==> src/hw/stc_pkg.sv <==
// Package of constants, types and register map for the scan trigger control
package stc_pkg;

	// ----------------------------------------
	// Clock and timing
	// ----------------------------------------
	localparam int unsigned CLK_HZ = 40000000;
	localparam int unsigned QUAL_TIME_MS = 10;
	localparam int unsigned QUAL_CYCLES = CLK_HZ / 1000 * QUAL_TIME_MS;
	localparam int unsigned SESSION_TIME_MS = 3000;
	localparam int unsigned SESSION_CYCLES = CLK_HZ / 1000 * SESSION_TIME_MS;
	localparam int unsigned TONE_HZ = 2700;
	localparam int unsigned TONE_CYCLES = CLK_HZ / TONE_HZ;
	localparam int unsigned TONE_DUTY_PCT = 50;
	localparam int unsigned BEEP_TIME_MS = 100;
	localparam int unsigned BEEP_CYCLES = CLK_HZ / 1000 * BEEP_TIME_MS;
	localparam int unsigned BLINK_TIME_MS = 50;
	localparam int unsigned BLINK_CYCLES = CLK_HZ / 1000 * BLINK_TIME_MS;
	localparam int unsigned BLINK_TOGGLES = 6;

	// ----------------------------------------
	// Register offsets
	// ----------------------------------------
	localparam logic [11:0] CTRL_OFS = 12'h000;
	localparam logic [11:0] STATUS_OFS = 12'h004;
	localparam logic [11:0] EVENT_OFS = 12'h008;
	localparam logic [11:0] QUAL_OFS = 12'h00c;
	localparam logic [11:0] TIMEOUT_OFS = 12'h010;

	// ----------------------------------------
	// Control fields
	// ----------------------------------------
	localparam int unsigned CTRL_ILLUM_BIT = 0;
	localparam int unsigned CTRL_TIMED_BIT = 1;
	localparam int unsigned CTRL_HOST_LSB = 2;
	localparam int unsigned EV_GOOD_BIT = 0;
	localparam int unsigned EV_ERROR_BIT = 1;
	localparam int unsigned EV_DONE_BIT = 2;
	localparam logic [31:0] CTRL_RESET = 32'h0000_0003;

	// ----------------------------------------
	// Types
	// ----------------------------------------
	typedef enum logic [1:0] {
		HOST_UART_SERIAL,
		HOST_KEYBOARD_EMULATION_MODE,
		HOST_USB_SERIAL
	} stc_host_mode_type;

	typedef enum logic [1:0] {
		TONE_NONE,
		TONE_POWER_UP,
		TONE_GOOD,
		TONE_ERROR
	} stc_tone_type;

	typedef struct packed {
		logic illum_enable;
		logic timed_mode;
		stc_host_mode_type host_mode;
		logic [31:0] qual_cycles;
		logic [31:0] session_cycles;
	} stc_cfg_type;

	typedef struct packed {
		logic psel;
		logic penable;
		logic pwrite;
		logic [11:0] paddr;
		logic [31:0] pwdata;
	} stc_apb_req_type;

endpackage : stc_pkg

==> src/hw/stc_beeper.sv <==
// PWM tone generator for audible feedback
`timescale 1ns/1ps
`default_nettype none
module stc_beeper import stc_pkg::*; (
	input wire logic sys_clk_i,
	input wire logic sys_rst_i,
	input wire stc_tone_type tone_i,
	output logic busy_o,
	output logic pwm_o
);

	// ----------------------------------------
	// Tone pattern state
	// ----------------------------------------
	localparam logic [15:0] HIGH_CYC = 16'(TONE_CYCLES * TONE_DUTY_PCT / 100);
	localparam logic [15:0] PER_CYC = 16'(TONE_CYCLES);
	localparam logic [31:0] BEEP_LEN = 32'(BEEP_CYCLES);

	logic [15:0] phase, next_phase;
	logic [31:0] dur, next_dur;
	logic [1:0] beeps, next_beeps;
	logic gap, next_gap;
	logic pwm, next_pwm;

	always_comb begin
		next_phase = phase;
		next_dur = dur;
		next_beeps = beeps;
		next_gap = gap;
		next_pwm = 1'b0;
		if (tone_i != TONE_NONE && beeps == 2'd0) begin
			// Power up: three beeps, good: one, error: two
			case (tone_i)
				TONE_POWER_UP: next_beeps = 2'd3;
				TONE_GOOD: next_beeps = 2'd1;
				TONE_ERROR: next_beeps = 2'd2;
				default: next_beeps = 2'd0;
			endcase
			next_dur = BEEP_LEN;
			next_gap = 1'b0;
			next_phase = 16'h0000;
		end else if (beeps != 2'd0) begin
			next_phase = (phase + 16'h0001 >= PER_CYC) ? 16'h0000 : phase + 16'h0001;
			next_pwm = !gap && (phase < HIGH_CYC);
			if (dur <= 32'h0000_0001) begin
				next_dur = BEEP_LEN;
				next_gap = !gap;
				if (!gap) begin
					next_beeps = beeps - 2'd1;
				end
			end else begin
				next_dur = dur - 32'h0000_0001;
			end
		end
	end

	always_ff @(posedge sys_clk_i) begin
		if (sys_rst_i) begin
			phase <= 16'h0000;
			dur <= 32'h0000_0000;
			beeps <= 2'd0;
			gap <= 1'b0;
			pwm <= 1'b0;
		end else begin
			phase <= next_phase;
			dur <= next_dur;
			beeps <= next_beeps;
			gap <= next_gap;
			pwm <= next_pwm;
		end
	end

	assign busy_o = (beeps != 2'd0);
	assign pwm_o = pwm;

endmodule : stc_beeper
`default_nettype wire

==> src/hw/stc_trigger_ctrl.sv <==
// Trigger, session, indicator, illumination and register control
//
// The APB slave port and the register addresses were chosen for this implementation.
`timescale 1ns/1ps
`default_nettype none
module stc_trigger_ctrl import stc_pkg::*; (
	input wire logic sys_clk_i,
	input wire logic sys_rst_i,
	input wire logic psel_i,
	input wire logic penable_i,
	input wire logic pwrite_i,
	input wire logic [11:0] paddr_i,
	input wire logic [31:0] pwdata_i,
	output logic [31:0] prdata_o,
	output logic pready_o,
	output logic pslverr_o,
	input wire logic scan_request_pin_n_i,
	input wire logic decode_good_i,
	input wire logic decode_error_i,
	output logic session_active_o,
	output logic illumination_o,
	output logic audible_pwm_out_o,
	output logic good_read_indicator_a_o,
	output logic good_read_indicator_b_o,
	output logic [1:0] host_mode_o
);

	// ----------------------------------------
	// Functions
	// ----------------------------------------
	function automatic logic is_reg(input logic [11:0] a, input logic [11:0] o);
		is_reg = (a == o);
	endfunction : is_reg

	// ----------------------------------------
	// Register bus
	// ----------------------------------------
	stc_apb_req_type req;
	stc_cfg_type cfg, next_cfg;
	logic [31:0] rdata, next_rdata;
	logic ready, next_ready;
	logic slverr, next_slverr;
	logic [2:0] sw_event;
	logic [2:0] ev_pulse, next_ev_pulse;
	logic sess, press_ok, rel_ok;

	assign req = '{psel_i, penable_i, pwrite_i, paddr_i, pwdata_i};

	always_comb begin
		next_cfg = cfg;
		next_rdata = 32'h0000_0000;
		next_ready = 1'b0;
		next_slverr = 1'b0;
		next_ev_pulse = 3'b000;
		if (req.psel && req.penable && !ready) begin
			next_ready = 1'b1;
			if (is_reg(req.paddr, CTRL_OFS)) begin
				if (req.pwrite) begin
					next_cfg.illum_enable = req.pwdata[CTRL_ILLUM_BIT];
					next_cfg.timed_mode = req.pwdata[CTRL_TIMED_BIT];
					if (req.pwdata[CTRL_HOST_LSB +: 2] != 2'd3) begin
						next_cfg.host_mode =
							stc_host_mode_type'(req.pwdata[CTRL_HOST_LSB +: 2]);
					end
				end
				next_rdata = {28'h0000_000, cfg.host_mode, cfg.timed_mode,
					cfg.illum_enable};
			end else if (is_reg(req.paddr, STATUS_OFS)) begin
				next_rdata = {29'h0000_000, rel_ok, press_ok, sess};
			end else if (is_reg(req.paddr, EVENT_OFS)) begin
				if (req.pwrite) begin
					next_ev_pulse = req.pwdata[2:0];
				end
			end else if (is_reg(req.paddr, QUAL_OFS)) begin
				if (req.pwrite && req.pwdata != 32'h0000_0000) begin
					next_cfg.qual_cycles = req.pwdata;
				end
				next_rdata = cfg.qual_cycles;
			end else if (is_reg(req.paddr, TIMEOUT_OFS)) begin
				if (req.pwrite && req.pwdata != 32'h0000_0000) begin
					next_cfg.session_cycles = req.pwdata;
				end
				next_rdata = cfg.session_cycles;
			end else begin
				next_slverr = 1'b1;
			end
		end
	end

	always_ff @(posedge sys_clk_i) begin
		if (sys_rst_i) begin
			cfg <= '{CTRL_RESET[CTRL_ILLUM_BIT], CTRL_RESET[CTRL_TIMED_BIT],
				HOST_UART_SERIAL, QUAL_CYCLES, SESSION_CYCLES};
			rdata <= 32'h0000_0000;
			ready <= 1'b0;
			slverr <= 1'b0;
			ev_pulse <= 3'b000;
		end else begin
			cfg <= next_cfg;
			rdata <= next_rdata;
			ready <= next_ready;
			slverr <= next_slverr;
			ev_pulse <= next_ev_pulse;
		end
	end

	assign sw_event = ev_pulse;

	// ----------------------------------------
	// Synchroniser and debounce
	// ----------------------------------------
	logic sync_a, sync_b;
	logic [31:0] low_cnt, next_low_cnt;
	logic [31:0] high_cnt, next_high_cnt;
	logic next_press_ok, next_rel_ok;

	always_ff @(posedge sys_clk_i) begin
		if (sys_rst_i) begin
			sync_a <= 1'b1;
			sync_b <= 1'b1;
		end else begin
			sync_a <= scan_request_pin_n_i;
			sync_b <= sync_a;
		end
	end

	always_comb begin
		next_low_cnt = 32'h0000_0000;
		next_high_cnt = 32'h0000_0000;
		if (!sync_b) begin
			next_low_cnt = (low_cnt < cfg.qual_cycles) ? low_cnt + 32'h1 : low_cnt;
		end else begin
			next_high_cnt = (high_cnt < cfg.qual_cycles) ? high_cnt + 32'h1 : high_cnt;
		end
		next_press_ok = (next_low_cnt >= cfg.qual_cycles);
		next_rel_ok = (next_high_cnt >= cfg.qual_cycles);
	end

	always_ff @(posedge sys_clk_i) begin
		if (sys_rst_i) begin
			low_cnt <= 32'h0000_0000;
			high_cnt <= 32'h0000_0000;
			press_ok <= 1'b0;
			rel_ok <= 1'b0;
		end else begin
			low_cnt <= next_low_cnt;
			high_cnt <= next_high_cnt;
			press_ok <= next_press_ok;
			rel_ok <= next_rel_ok;
		end
	end

	// ----------------------------------------
	// Session control
	// ----------------------------------------
	typedef enum logic [1:0] {
		ST_WAIT_RELEASE,
		ST_ARMED,
		ST_SESSION,
		ST_HELD
	} stc_sess_state_type;

	stc_sess_state_type state, next_state;
	logic [31:0] sess_cnt, next_sess_cnt;
	logic done_evt;

	assign done_evt = decode_good_i || sw_event[EV_DONE_BIT]
		|| sw_event[EV_GOOD_BIT];

	always_comb begin
		next_state = state;
		next_sess_cnt = sess_cnt;
		case (state)
			ST_WAIT_RELEASE: begin
				if (rel_ok) begin
					next_state = ST_ARMED;
				end
			end
			ST_ARMED: begin
				if (press_ok) begin
					next_state = ST_SESSION;
					next_sess_cnt = cfg.session_cycles;
				end
			end
			ST_SESSION: begin
				next_sess_cnt = sess_cnt - 32'h1;
				if (done_evt || !press_ok) begin
					next_state = ST_WAIT_RELEASE;
				end else if (cfg.timed_mode && sess_cnt <= 32'h1) begin
					next_state = ST_HELD;
				end
			end
			ST_HELD: begin
				next_state = ST_WAIT_RELEASE;
			end
			default: next_state = ST_WAIT_RELEASE;
		endcase
	end

	always_ff @(posedge sys_clk_i) begin
		if (sys_rst_i) begin
			state <= ST_WAIT_RELEASE;
			sess_cnt <= 32'h0000_0000;
		end else begin
			state <= next_state;
			sess_cnt <= next_sess_cnt;
		end
	end

	assign sess = (state == ST_SESSION);

	// ----------------------------------------
	// Indicator burst
	// ----------------------------------------
	localparam logic [3:0] BURST_LEN = 4'(BLINK_TOGGLES);
	localparam logic [31:0] BLINK_LEN = 32'(BLINK_CYCLES);
	logic [3:0] toggles, next_toggles;
	logic [31:0] blink_cnt, next_blink_cnt;
	logic ind, next_ind;
	logic good_evt;

	assign good_evt = decode_good_i || sw_event[EV_GOOD_BIT];

	always_comb begin
		next_toggles = toggles;
		next_blink_cnt = blink_cnt;
		next_ind = ind;
		if (good_evt && toggles == 4'h0) begin
			next_toggles = BURST_LEN;
			next_blink_cnt = BLINK_LEN;
			next_ind = 1'b1;
		end else if (toggles != 4'h0) begin
			if (blink_cnt <= 32'h1) begin
				next_blink_cnt = BLINK_LEN;
				next_toggles = toggles - 4'h1;
				next_ind = (toggles == 4'h1) ? 1'b0 : !ind;
			end else begin
				next_blink_cnt = blink_cnt - 32'h1;
			end
		end else begin
			next_ind = 1'b0;
		end
	end

	always_ff @(posedge sys_clk_i) begin
		if (sys_rst_i) begin
			toggles <= 4'h0;
			blink_cnt <= 32'h0000_0000;
			ind <= 1'b0;
		end else begin
			toggles <= next_toggles;
			blink_cnt <= next_blink_cnt;
			ind <= next_ind;
		end
	end

	// ----------------------------------------
	// Audible feedback
	// ----------------------------------------
	stc_tone_type tone, next_tone;
	logic pwr_up, next_pwr_up;
	logic beep_busy, beep_pwm;

	always_comb begin
		next_pwr_up = 1'b1;
		next_tone = TONE_NONE;
		if (!pwr_up) begin
			next_tone = TONE_POWER_UP;
		end else if (good_evt) begin
			next_tone = TONE_GOOD;
		end else if (decode_error_i || sw_event[EV_ERROR_BIT]) begin
			next_tone = TONE_ERROR;
		end
	end

	always_ff @(posedge sys_clk_i) begin
		if (sys_rst_i) begin
			pwr_up <= 1'b0;
			tone <= TONE_NONE;
		end else begin
			pwr_up <= next_pwr_up;
			tone <= next_tone;
		end
	end

	stc_beeper u_beeper (
		.sys_clk_i(sys_clk_i),
		.sys_rst_i(sys_rst_i),
		.tone_i(tone),
		.busy_o(beep_busy),
		.pwm_o(beep_pwm)
	);

	// ----------------------------------------
	// Output registers
	// ----------------------------------------
	always_ff @(posedge sys_clk_i) begin
		if (sys_rst_i) begin
			session_active_o <= 1'b0;
			illumination_o <= 1'b0;
			audible_pwm_out_o <= 1'b0;
			good_read_indicator_a_o <= 1'b0;
			good_read_indicator_b_o <= 1'b0;
			host_mode_o <= 2'd0;
		end else begin
			session_active_o <= sess;
			illumination_o <= sess && cfg.illum_enable;
			audible_pwm_out_o <= beep_pwm && beep_busy;
			good_read_indicator_a_o <= ind;
			good_read_indicator_b_o <= ind;
			host_mode_o <= cfg.host_mode;
		end
	end

	assign prdata_o = rdata;
	assign pready_o = ready;
	assign pslverr_o = slverr;

	// ----------------------------------------
	// Assertions
	// ----------------------------------------
	a_short_low_filtered: assert property (@(posedge sys_clk_i) disable iff (sys_rst_i)
		$rose(press_ok) |-> low_cnt >= cfg.qual_cycles - 32'h1)
		else $error("Trigger qualified too early");
	a_start_needs_press: assert property (@(posedge sys_clk_i) disable iff (sys_rst_i)
		$rose(sess) |-> $past(press_ok) && $past(state) == ST_ARMED)
		else $error("Session started without qualified trigger");
	a_rearm_needs_high: assert property (@(posedge sys_clk_i) disable iff (sys_rst_i)
		state == ST_WAIT_RELEASE ##1 state == ST_ARMED |-> $past(rel_ok))
		else $error("Rearmed without release time");
	a_timeout_ends: assert property (@(posedge sys_clk_i) disable iff (sys_rst_i)
		sess && cfg.timed_mode && sess_cnt == 32'h1 |=> !sess)
		else $error("Session not ended on timeout");
	a_one_session: assert property (@(posedge sys_clk_i) disable iff (sys_rst_i)
		$fell(sess) |-> ##1 state != ST_SESSION)
		else $error("Session restarted without rearm");
	a_sync_order: assert property (@(posedge sys_clk_i) disable iff (sys_rst_i)
		##2 sync_b == $past(scan_request_pin_n_i, 2))
		else $error("Synchroniser depth wrong");
	a_burst_toggles: assert property (@(posedge sys_clk_i) disable iff (sys_rst_i)
		good_read_indicator_a_o |-> $past(toggles) != 4'h0
			&& good_read_indicator_b_o)
		else $error("Indicator high outside burst");
	a_illum_gate: assert property (@(posedge sys_clk_i) disable iff (sys_rst_i)
		!cfg.illum_enable ##1 !cfg.illum_enable |-> !illumination_o)
		else $error("Illumination on while disabled");
	a_tone_start: assert property (@(posedge sys_clk_i) disable iff (sys_rst_i)
		$rose(pwr_up) |-> tone == TONE_POWER_UP)
		else $error("No power-up tone");
	a_host_mode: assert property (@(posedge sys_clk_i) disable iff (sys_rst_i)
		##1 host_mode_o != 2'd3)
		else $error("Illegal host mode");

endmodule : stc_trigger_ctrl
`default_nettype wire
==> config.mk <==
export PLATFORM = sky130hd
export DESIGN_NAME = stc_trigger_ctrl
export DESIGN_NICKNAME = d
export VERILOG_FILES = /design/src/hw/stc_pkg.sv /design/src/hw/stc_beeper.sv /design/src/hw/stc_trigger_ctrl.sv
export SDC_FILE = /design/constraint.sdc
export NUM_CORES = 1
export LEC_CHECK = 0
export ABC_AREA = 0
export BUFFER_PORTS_ARGS = -buffer_cell sky130_fd_sc_hd__clkbuf_2
export CAP_MARGIN = 0
export CORE_UTILIZATION = 55
export CTS_CLUSTER_DIAMETER = 50
export CTS_CLUSTER_SIZE = 8
export DETAILED_ROUTE_END_ITERATION = 8
export GPL_ROUTABILITY_DRIVEN = 0
export PLACE_DENSITY_LB_ADDON = 0.1
export SYNTH_ARGS = -nofsm -noshare
export SYNTH_HDL_FRONTEND = slang
export SYNTH_SLANG_ARGS = --single-unit
==> constraint.sdc <==
create_clock -name sys_clk_i -period 7.3 [get_ports sys_clk_i]
set_input_delay 0.365 -clock sys_clk_i [delete_from_list [all_inputs] [get_ports sys_clk_i]]
set_output_delay 0.365 -clock sys_clk_i [all_outputs]
set_load 0.02 [all_outputs]
**Word level (Yosys, flattened, before mapping)**

Cells that the tools add are included.

- Add/subtract/negate cells: 8
- Order comparisons: 9
- Equal/unequal tests: 17
- Multiplexer cells: 41
- Bitwise logic cells: 8
- Reductions and logical operators: 49

Operators with widths:

| cell | number |
|---|---|
| 2-to-1 mux 32 bit | 9 |
| <= comparator 32 x 1 -> 1 bit, second input constant | 3 |
| subtractor 32 x 1 -> 32 bit, second input constant | 3 |
| adder 32 x 1 -> 32 bit, second input constant | 2 |
| >= comparator 32 bit | 2 |
| < comparator 32 bit | 2 |
| case mux 32 bit (2 select lines) | 1 |
| 2-to-1 mux 22 bit | 2 |
| 2-to-1 mux 21 bit | 2 |
| nonzero test 32 bit | 1 |
| equality test 12 x 4 -> 1 bit, second input constant | 2 |
| 2-to-1 mux 2 bit | 10 |
| adder 16 x 1 -> 16 bit, second input constant | 1 |
| >= comparator 16 x 14 -> 1 bit, second input constant | 1 |
| < comparator 16 x 13 -> 1 bit, second input constant | 1 |
| 2-to-1 mux 16 bit | 1 |
| nonzero test 2 bit | 7 |
| equality test 12 x 3 -> 1 bit, second input constant | 1 |
| equality test 12 x 5 -> 1 bit, second input constant | 1 |
| logical NOT 12 bit | 1 |
| 2-to-1 mux 4 bit | 3 |
| OR reduction 6 bit | 2 |
| logical AND 1 bit | 9 |
| 2-to-1 mux 3 bit | 3 |
| 25 further kinds | 62 |

- Register bits after elaboration: 305
- Input bits: 52
- Output and inout port bits: 41
- Word-level logic and storage cells: 169

**Logic depth before layout (Yosys ltp)**

Gate-level depths: netlist of run 1.

- Depth after elaboration: 6
- Depth in mapped cells: 19
- Gate-level depth less buffers: 17

**By module**

From an unflattened synthesis of run 1, not the netlist that was laid out.

- Cells, all modules: 2,212
- Area, all modules: 18,107.4 µm²

Modules (own cells, without submodules):

| module | times used | cells each | area an instance (µm²) | seq. area each (µm²) |
|---|---|---|---|---|
| stc_trigger_ctrl | 1 | 1,860 | 15,154.5 | 5,064.9 |
| stc_beeper | 1 | 352 | 2,952.8 | 1,041.0 |

**Worst setup path before layout of run 1**

OpenSTA, ideal clock, no wires.

- Path type: reg2reg
- From: register cfg[55] in the netlist's numbering
- To: register rel_ok
- Setup time: 0.130 ns
- Arrival: 3.738 ns
- Required time: 7.170 ns
- Path slack: 3.432 ns
- Cell stages (with the launch flop): 19
- Path buffers: 1
- Clock period less this slack: 3.868 ns
- Path through: dfxtp_1 > inv_1 > ha_1 > a21oi_1 > o21ai_0 > a2111oi_0 > o2111ai_1 > clkbuf_1 > a2111oi_0 > xnor2_1 > nor2b_1 > ha_1 > a21o_1 > a21o_1 > a211oi_1 > o21bai_1 > a21o_1 > a21oi_1 > o22ai_1

- Word-level cells in the longest chain between the ends: 4

Ends and longest elaborated chain:

| element | RTL line | source |
|---|---|---|
| start, declared | stc_trigger_ctrl.sv:39 | `stc_cfg_type cfg, next_cfg;` |
| start signal, assigned | stc_trigger_ctrl.sv:92 | `cfg <= '{CTRL_RESET[CTRL_ILLUM_BIT], CTRL_RESET[CTRL_TIMED_BIT],` |
| start signal, assigned | stc_trigger_ctrl.sv:99 | `cfg <= next_cfg;` |
| < comparator 32 bit | stc_trigger_ctrl.sv:133 | `next_high_cnt = (high_cnt < cfg.qual_cycles) ? high_cnt + 32'h1 : high_cnt;` |
| 2-to-1 mux 32 bit | stc_trigger_ctrl.sv:133 |  |
| 2-to-1 mux 32 bit | stc_trigger_ctrl.sv:130 | `if (!sync_b) begin` |
| net next_high_cnt[25] | stc_trigger_ctrl.sv:114 | `logic [31:0] high_cnt, next_high_cnt;` |
| >= comparator 32 bit | stc_trigger_ctrl.sv:136 | `next_rel_ok = (next_high_cnt >= cfg.qual_cycles);` |
| end signal, assigned | stc_trigger_ctrl.sv:149 | `rel_ok <= next_rel_ok;` |
| end, declared | stc_trigger_ctrl.sv:45 | `logic sess, press_ok, rel_ok;` |

The timed path passes the listed nets, and every way through them passes these cells.
A chain may end at the register's enable or synchronous reset.

**Worst setup path after layout of run 1**

- From: register cfg[57] in the netlist's numbering
- To: register rel_ok

Same word-level chain as after synthesis.

==> results.sh, run 1 <==
export IMPL_rsz0062_at_grt="false"
export IMPL_outcome="finished, final reports clean"
export IMPL_drv_slew=0
export IMPL_synth_nets=2195
export IMPL_min_period_ns=4.69
export IMPL_yosys_warnings=0
export IMPL_antenna_found_initial=0
export IMPL_ant_nets=0
export IMPL_syn_area_per_cell_um2=8.40
export IMPL_cap_violations=0
export IMPL_cp_start_kind="flip-flop"
export IMPL_min_path_type="input port to flip-flop"
export IMPL_worst_setup_path_end_kind="flip-flop"
export IMPL_start_util_pct=56.3
export IMPL_clkLatencyLatePin_ns=0.55
export IMPL_grtUsageTotal_pct=29.1
export IMPL_drive_gt1_share_pct=10.0
export IMPL_timing_hold_ws_ns=0.0444
export IMPL_cts_clk_slew_worst_paths_ns=0.05
export IMPL_ys_types=75
export IMPL_n_antenna_cell=0
export IMPL_clock_path_buffers=3
export IMPL_fp_dieW_um=177
export IMPL_synthCells=1999
export IMPL_drc=0
export IMPL_grt_max_degree=82
export IMPL_portBuffers=92
export IMPL_vdd_ir_drop_max_mv=0.180
export IMPL_synthXorXnorAreaFrac_pct=7.46
export IMPL_finalCritPeriodShare_pct=64.2
export IMPL_fmax_ghz=0.213
export IMPL_core_area_mm2=0.0298
export IMPL_power_density_mw_per_mm2=240
export IMPL_grt_overflow=0
export IMPL_cp_arrival_ns=5.08
export IMPL_synth_edff_count=0
export IMPL_fillers=2620
export IMPL_crit_fanout=30
export IMPL_finalSetupTns_ns=0
export IMPL_numCtsBuffers=47
export IMPL_grt_pass1_vias=14100
export IMPL_synthMuxAreaShare_pct=4.26
export IMPL_tightest_slew_ns=1.16
export IMPL_fin_nets=2258
export IMPL_synth_compound_area_share_pct=13.1
export IMPL_hold_buffers=0
export IMPL_synth_simple_gate_area_share_pct=24.2
export IMPL_worstPathRequired_ns=7.69
export IMPL_grt_first_pass_wirelength_um=73100
export IMPL_synth_main_ff_cell="dfxtp_1"
export IMPL_h_tree_depth=2
export IMPL_crit_type="flip-flop to flip-flop"
export IMPL_postCtsResizedCells=0
export IMPL_cts_sinks=305
export IMPL_area_growth_pct=12.6
export IMPL_vias_per_cell=6.00
export IMPL_synth_area_mm2=0.0168
export IMPL_wl_um=45200
export IMPL_ys_seq_area_share_pct=36.4
export IMPL_synth_top_family_by_area="simple AND/OR/NAND/NOR gates"
export IMPL_synthAdderAreaFrac_pct=10.8
export IMPL_postCtsSetupBuffers=0
export IMPL_ys_ff_latch=305
export IMPL_die_area_mm2=0.0312
export IMPL_slew_headroom_pct=22.6
export IMPL_cts_tree="yes"
export IMPL_hold_viol=0
export IMPL_drtIter0Drc=1014
export IMPL_die_height_um=177
export IMPL_firstDrtPassIters=5
export IMPL_final_setup_skew_ns=0.0126
export IMPL_rows=63
export IMPL_async_flop_share_pct=0
export IMPL_cts_root_buf="clkbuf_16"
export IMPL_io_pins=93
export IMPL_leakage_nw=7.77
export IMPL_num_vias=14800
export IMPL_setup_viol=0
export IMPL_dp_hpwl_um=32100
export IMPL_wl_per_cell_um=18.3
cells in the mapped netlist, drive strengths merged, types with 7 or more instances:
| master | number | area, um2 |
|---|---|---|
| nand3 | 51 | 255 |
| xor2 | 34 | 298 |
| nor3 | 53 | 275 |
| nor3b | 10 | 75.1 |
| a22oi | 32 | 240 |
| dfxtp | 305 | 6110 |
| mux2i | 68 | 681 |
| ha | 144 | 1800 |
| and4 | 13 | 114 |
| a21o | 20 | 150 |
| a2111oi | 20 | 194 |
| buf | 7 | 36.3 |
| xnor2 | 109 | 955 |
| or2 | 12 | 77.6 |
| o21ai | 70 | 350 |
| a211oi | 17 | 133 |
| and2 | 13 | 81.3 |
| or4 | 18 | 158 |
| nor2b | 44 | 275 |
| a21oi | 96 | 480 |
| inv | 70 | 263 |
| nand4 | 34 | 213 |
| nor2 | 328 | 1230 |
| nand2 | 141 | 529 |
| a311oi | 12 | 105 |
| a221oi | 13 | 114 |
| and3 | 19 | 119 |
| clkbuf | 90 | 338 |
| a31oi | 10 | 62.6 |
| nor4 | 53 | 344 |
| or3 | 18 | 115 |
| nand2b | 15 | 93.8 |
critical path, cell delays in order, from the launching register on:
cell	delay, ns
dfxtp_1	0.36
inv_1	0.13
ha_1	0.33
a21oi_1	0.16
o21ai_0	0.11
a221oi_1	0.67
o2111ai_2	0.19
buf_4	0.29
a2111oi_0	0.54
xnor2_1	0.20
nor2b_1	0.08
ha_1	0.29
a21o_1	0.19
a21o_1	0.17
a211oi_1	0.24
o21bai_1	0.10
a21o_1	0.18
a21oi_1	0.20
o22ai_1	0.10
stage by stage:
step	std cells	worst slack (ns)	util, %	power (mW)	cell area [um2]
global placement	2403	2.73	58.9	2.52	17500
finish	2463	2.61	63.4	4.53	18900
global route	2463	2.27	63.4	4.73	18900
detailed placement	2403	2.65	58.9	2.53	17500
CTS	2463	2.61	63.4	4.56	18900
floorplan	1999	3.43	-	2.38	16800
where the power goes:
part	switching (mW)	internal, mW	leakage (nW)	total (mW)
clock network	0.752	1.27	0.659	2.02
registers	0.0869	1.76	2.47	1.85
logic	0.380	0.280	4.65	0.660
area by class of cell:
type | count | area, um2 | share of cell area [%]
clock inverters | 7 | 141 | 0.748
clock buffers | 53 | 1220 | 6.45
repair buffers | 111 | 606 | 3.20
flip-flops and latches | 305 | 6110 | 32.3
inverters | 71 | 267 | 1.41
multi-input cells | 1526 | 10100 | 53.3
well taps | 390 | 488 | 2.58
layout by cell type, fill, tap and decap left out, types with 44 or more instances in the layout:
| cell | synthesis | final |
|---|---|---|
| nor2_1 | 328 | 328 |
| nand2_1 | 141 | 141 |
| inv_1 | 69 | 69 |
| clkbuf_16 | 0 | 48 |
| nor4_1 | 51 | 51 |
| xnor2_1 | 109 | 109 |
| ha_1 | 144 | 144 |
| dfxtp_1 | 305 | 304 |
| clkbuf_2 | 0 | 91 |
| o21ai_0 | 69 | 67 |
| nor3_1 | 51 | 50 |
| nand3_1 | 51 | 51 |
| mux2i_1 | 68 | 68 |
| nor2b_1 | 44 | 44 |
| a21oi_1 | 96 | 96 |
flip-flops by register name, indices dropped and copies added, names as in the netlist, 2 cells and up:
signal / count
ev_pulse: 3
low_cnt: 32
host_mode_o: 2
high_cnt: 32
u_beeper.phase: 16
toggles: 4
sess_cnt: 32
u_beeper.dur: 32
state: 2
cfg: 68
prdata_o: 32
u_beeper.beeps: 2
blink_cnt: 32
tone: 2
final timing paths:
path / to / cells past startpoint / slack (ns) / start
hold reg to reg: sync_b / 1 / 0.41 / sync_a
setup reg to reg: rel_ok / 18 / 2.61 / cfg[57]
setup / recovery: rel_ok / 18 / 2.61 / cfg[57]
hold / removal: sync_a / 2 / 0.04 / scan_request_pin_n_i
layer usage:
layer / GRT usage (%) / routed length (um) / vias up
li1: - / - / 7210
met1: 38.8 / 20200 / 7014
met2: 48.0 / 21100 / 448
met3: 4.02 / 2590 / 107
met4: 9.81 / 1300 / 0
met5: 0 / 0 / -
kinds of logic after synthesis:
family          after synthesis
xor+xnor                    143
compound gates              332
flops                       305
fa+ha+maj                   145
buf+inv                     168
mux                          71
simple gates                835
Power figures use the tool's default switching activity.
==> inputs of run 2 (changes only) <==
- clock period: 7.3 -> 3.94 ns (I/O delays scaled with it)
==> results.sh, run 2 (same netlist as run 1, synthesis figures left out) <==
export IMPL_outcome="complete, but fails checks"
export IMPL_violations="setup timing"
export IMPL_rr_worst_depth=18
export IMPL_drive_gt1_share_pct=22.2
export IMPL_area_growth_pct=28.7
export IMPL_rows=63
export IMPL_grt_max_degree=79
export IMPL_layout_commonest_cell="nor2_1"
export IMPL_placedCellCount=2549
export IMPL_cap_violations=0
export IMPL_drtIter0Drc=1110
export IMPL_num_vias=15900
export IMPL_leakage_nw=8.88
export IMPL_firstDrtPassIters=6
export IMPL_power_density_mw_per_mm2=399
export IMPL_io_pins=93
export IMPL_hold_path_depth=2
export IMPL_cp_arrival_ns=4.40
export IMPL_min_period_ns=4.00
export IMPL_antenna_found_initial=0
export IMPL_wl_um=49500
export IMPL_power_total_mw=8.62
export IMPL_cts_sinks=305
export IMPL_vias_per_cell=5.98
export IMPL_top_register="cfg"
export IMPL_clock_path_buffers=3
export IMPL_worst_setup_path_end_kind="flip-flop"
export IMPL_cts_root_buf="clkbuf_16"
export IMPL_die_height_um=177
export IMPL_wl_per_cell_um=18.6
export IMPL_h_tree_depth=2
export IMPL_cts_tree="yes"
export IMPL_grt_pass1_vias=15100
export IMPL_finalCritPeriodShare_pct=102
export IMPL_numCtsBuffers=48
export IMPL_die_area_mm2=0.0312
export IMPL_setup_viol=2
export IMPL_cp_start_kind="flip-flop"
export IMPL_dp_hpwl_um=33200
export IMPL_ant_nets=0
export IMPL_fin_nets=2454
export IMPL_drv_slew=0
export IMPL_portBuffers=92
export IMPL_finalNonFillerCells=2664
export IMPL_final_cell_mix="326 x nor2_1, 292 x dfxtp_1, 165 x buf_4"
export IMPL_vdd_ir_drop_max_mv=0.352
export IMPL_drc=0
export IMPL_tightest_slew_ns=0.900
export IMPL_grtUsageTotal_pct=30.4
export IMPL_crit_type="flip-flop to flip-flop"
export IMPL_cts_clk_slew_worst_paths_ns=0.05
export IMPL_setup_ws_ns=-0.0599
export IMPL_clkLatencyLatePin_ns=0.57
export IMPL_min_path_type="input port to flip-flop"
export IMPL_core_area_mm2=0.0298
export IMPL_fmax_ghz=0.250
export IMPL_grt_overflow=0
export IMPL_fp_dieW_um=177
export IMPL_slew_headroom_pct=40.0
export IMPL_start_util_pct=56.3
export IMPL_largest_reg_flops=68
export IMPL_crit_fanout=5
export IMPL_n_antenna_cell=0
export IMPL_worstPathRequired_ns=4.34
export IMPL_final_setup_skew_ns=0.0243
export IMPL_hold_viol=0
export IMPL_grt_first_pass_wirelength_um=76500
export IMPL_rsz0062_at_grt="true"
-- run 2: cell count changes in the layout (fill, tap and decap cells not counted), moves of 13 or more --
cell / before / now
ha_1: 144 / 130
inv_1: 69 / 48
a2111oi_0: 19 / 4
nor4_4: 0 / 13
ha_4: 0 / 13
nor4_1: 51 / 37
dlygate4sd3_1: 0 / 32
buf_4: 20 / 165
inv_2: 1 / 19
-- run 2: critical path, stage by stage (launching register included) --
cell and delay [ns]:
dfxtp_1 0.30, inv_1 0.23, ha_1 0.32, and4_4 0.20, a221oi_2 0.26, buf_4 0.19
o2111ai_4 0.19, buf_6 0.21, a2111oi_4 0.33, buf_4 0.20, xnor2_4 0.12, nor2b_1 0.08
ha_1 0.31, a21o_1 0.20, a211oi_2 0.18, o21bai_1 0.08, a21o_1 0.17, a21oi_2 0.18
o22ai_1 0.09
-- run 2: final timing paths --
kind	startpoint	to	slack [ns]
setup / recovery	cfg[63]	rel_ok	-0.06
hold / removal	pwdata_i[3]	cfg[65]	0.02
setup reg to reg	cfg[63]	rel_ok	-0.06
hold reg to reg	pwr_up	tone[0]	0.43
-- run 2: final cells by class --
cell class	count	area, um2
Multi-Input combinational cell	1526	11000
Fill cell	2261	8200
Sequential cell	305	6120
Timing Repair Buffer	306	2290
Clock buffer	58	1330
Tap cell	390	488
Inverter	71	274
Clock inverter	8	130
-- run 2: repair_timing --
action,4_1_cts,5_1_grt
pin swaps,11,68
endpoints found under the setup margin,2,2
endpoints found under the hold margin,59,0
setup buffers,3,11
hold buffers,32,0
cloned,1,2
resized for setup,47,156
-- run 2: power by group --
part / switching (mW) / leakage [nW] / internal (mW)
logic: 0.712 / 5.69 / 0.555
registers: 0.166 / 2.47 / 3.26
clock network: 1.45 / 0.719 / 2.47
total: 2.33 / 8.88 / 6.29
-- run 2: per-stage QoR --
| stage | instance area, um2 | TNS [ns] | setup WS [ns] | hold WS [ns] | util (%) |
|---|---|---|---|---|---|
| global route | 21600 | -0.512 | -0.279 | 0.0108 | 72.5 |
| floorplan | 16800 | 0 | 0.0716 | 0.301 | - |
| finish | 21600 | -0.0617 | -0.0599 | 0.0178 | 72.5 |
| detailed placement | 18700 | -0.417 | -0.288 | 0.407 | 62.7 |
| global placement | 18700 | -0.305 | -0.162 | 0.402 | 62.7 |
| CTS | 20600 | -0.0113 | -0.0113 | 0.0104 | 69.2 |
-- run 2: layer usage --
layer	vias to the layer above	share of wire, %	track usage (%)
met4	0	3.8	12.0
met3	153	6.4	4.57
li1	7606	-	-
met5	-	0	0
met2	584	48	51.0
met1	7597	42	38.9
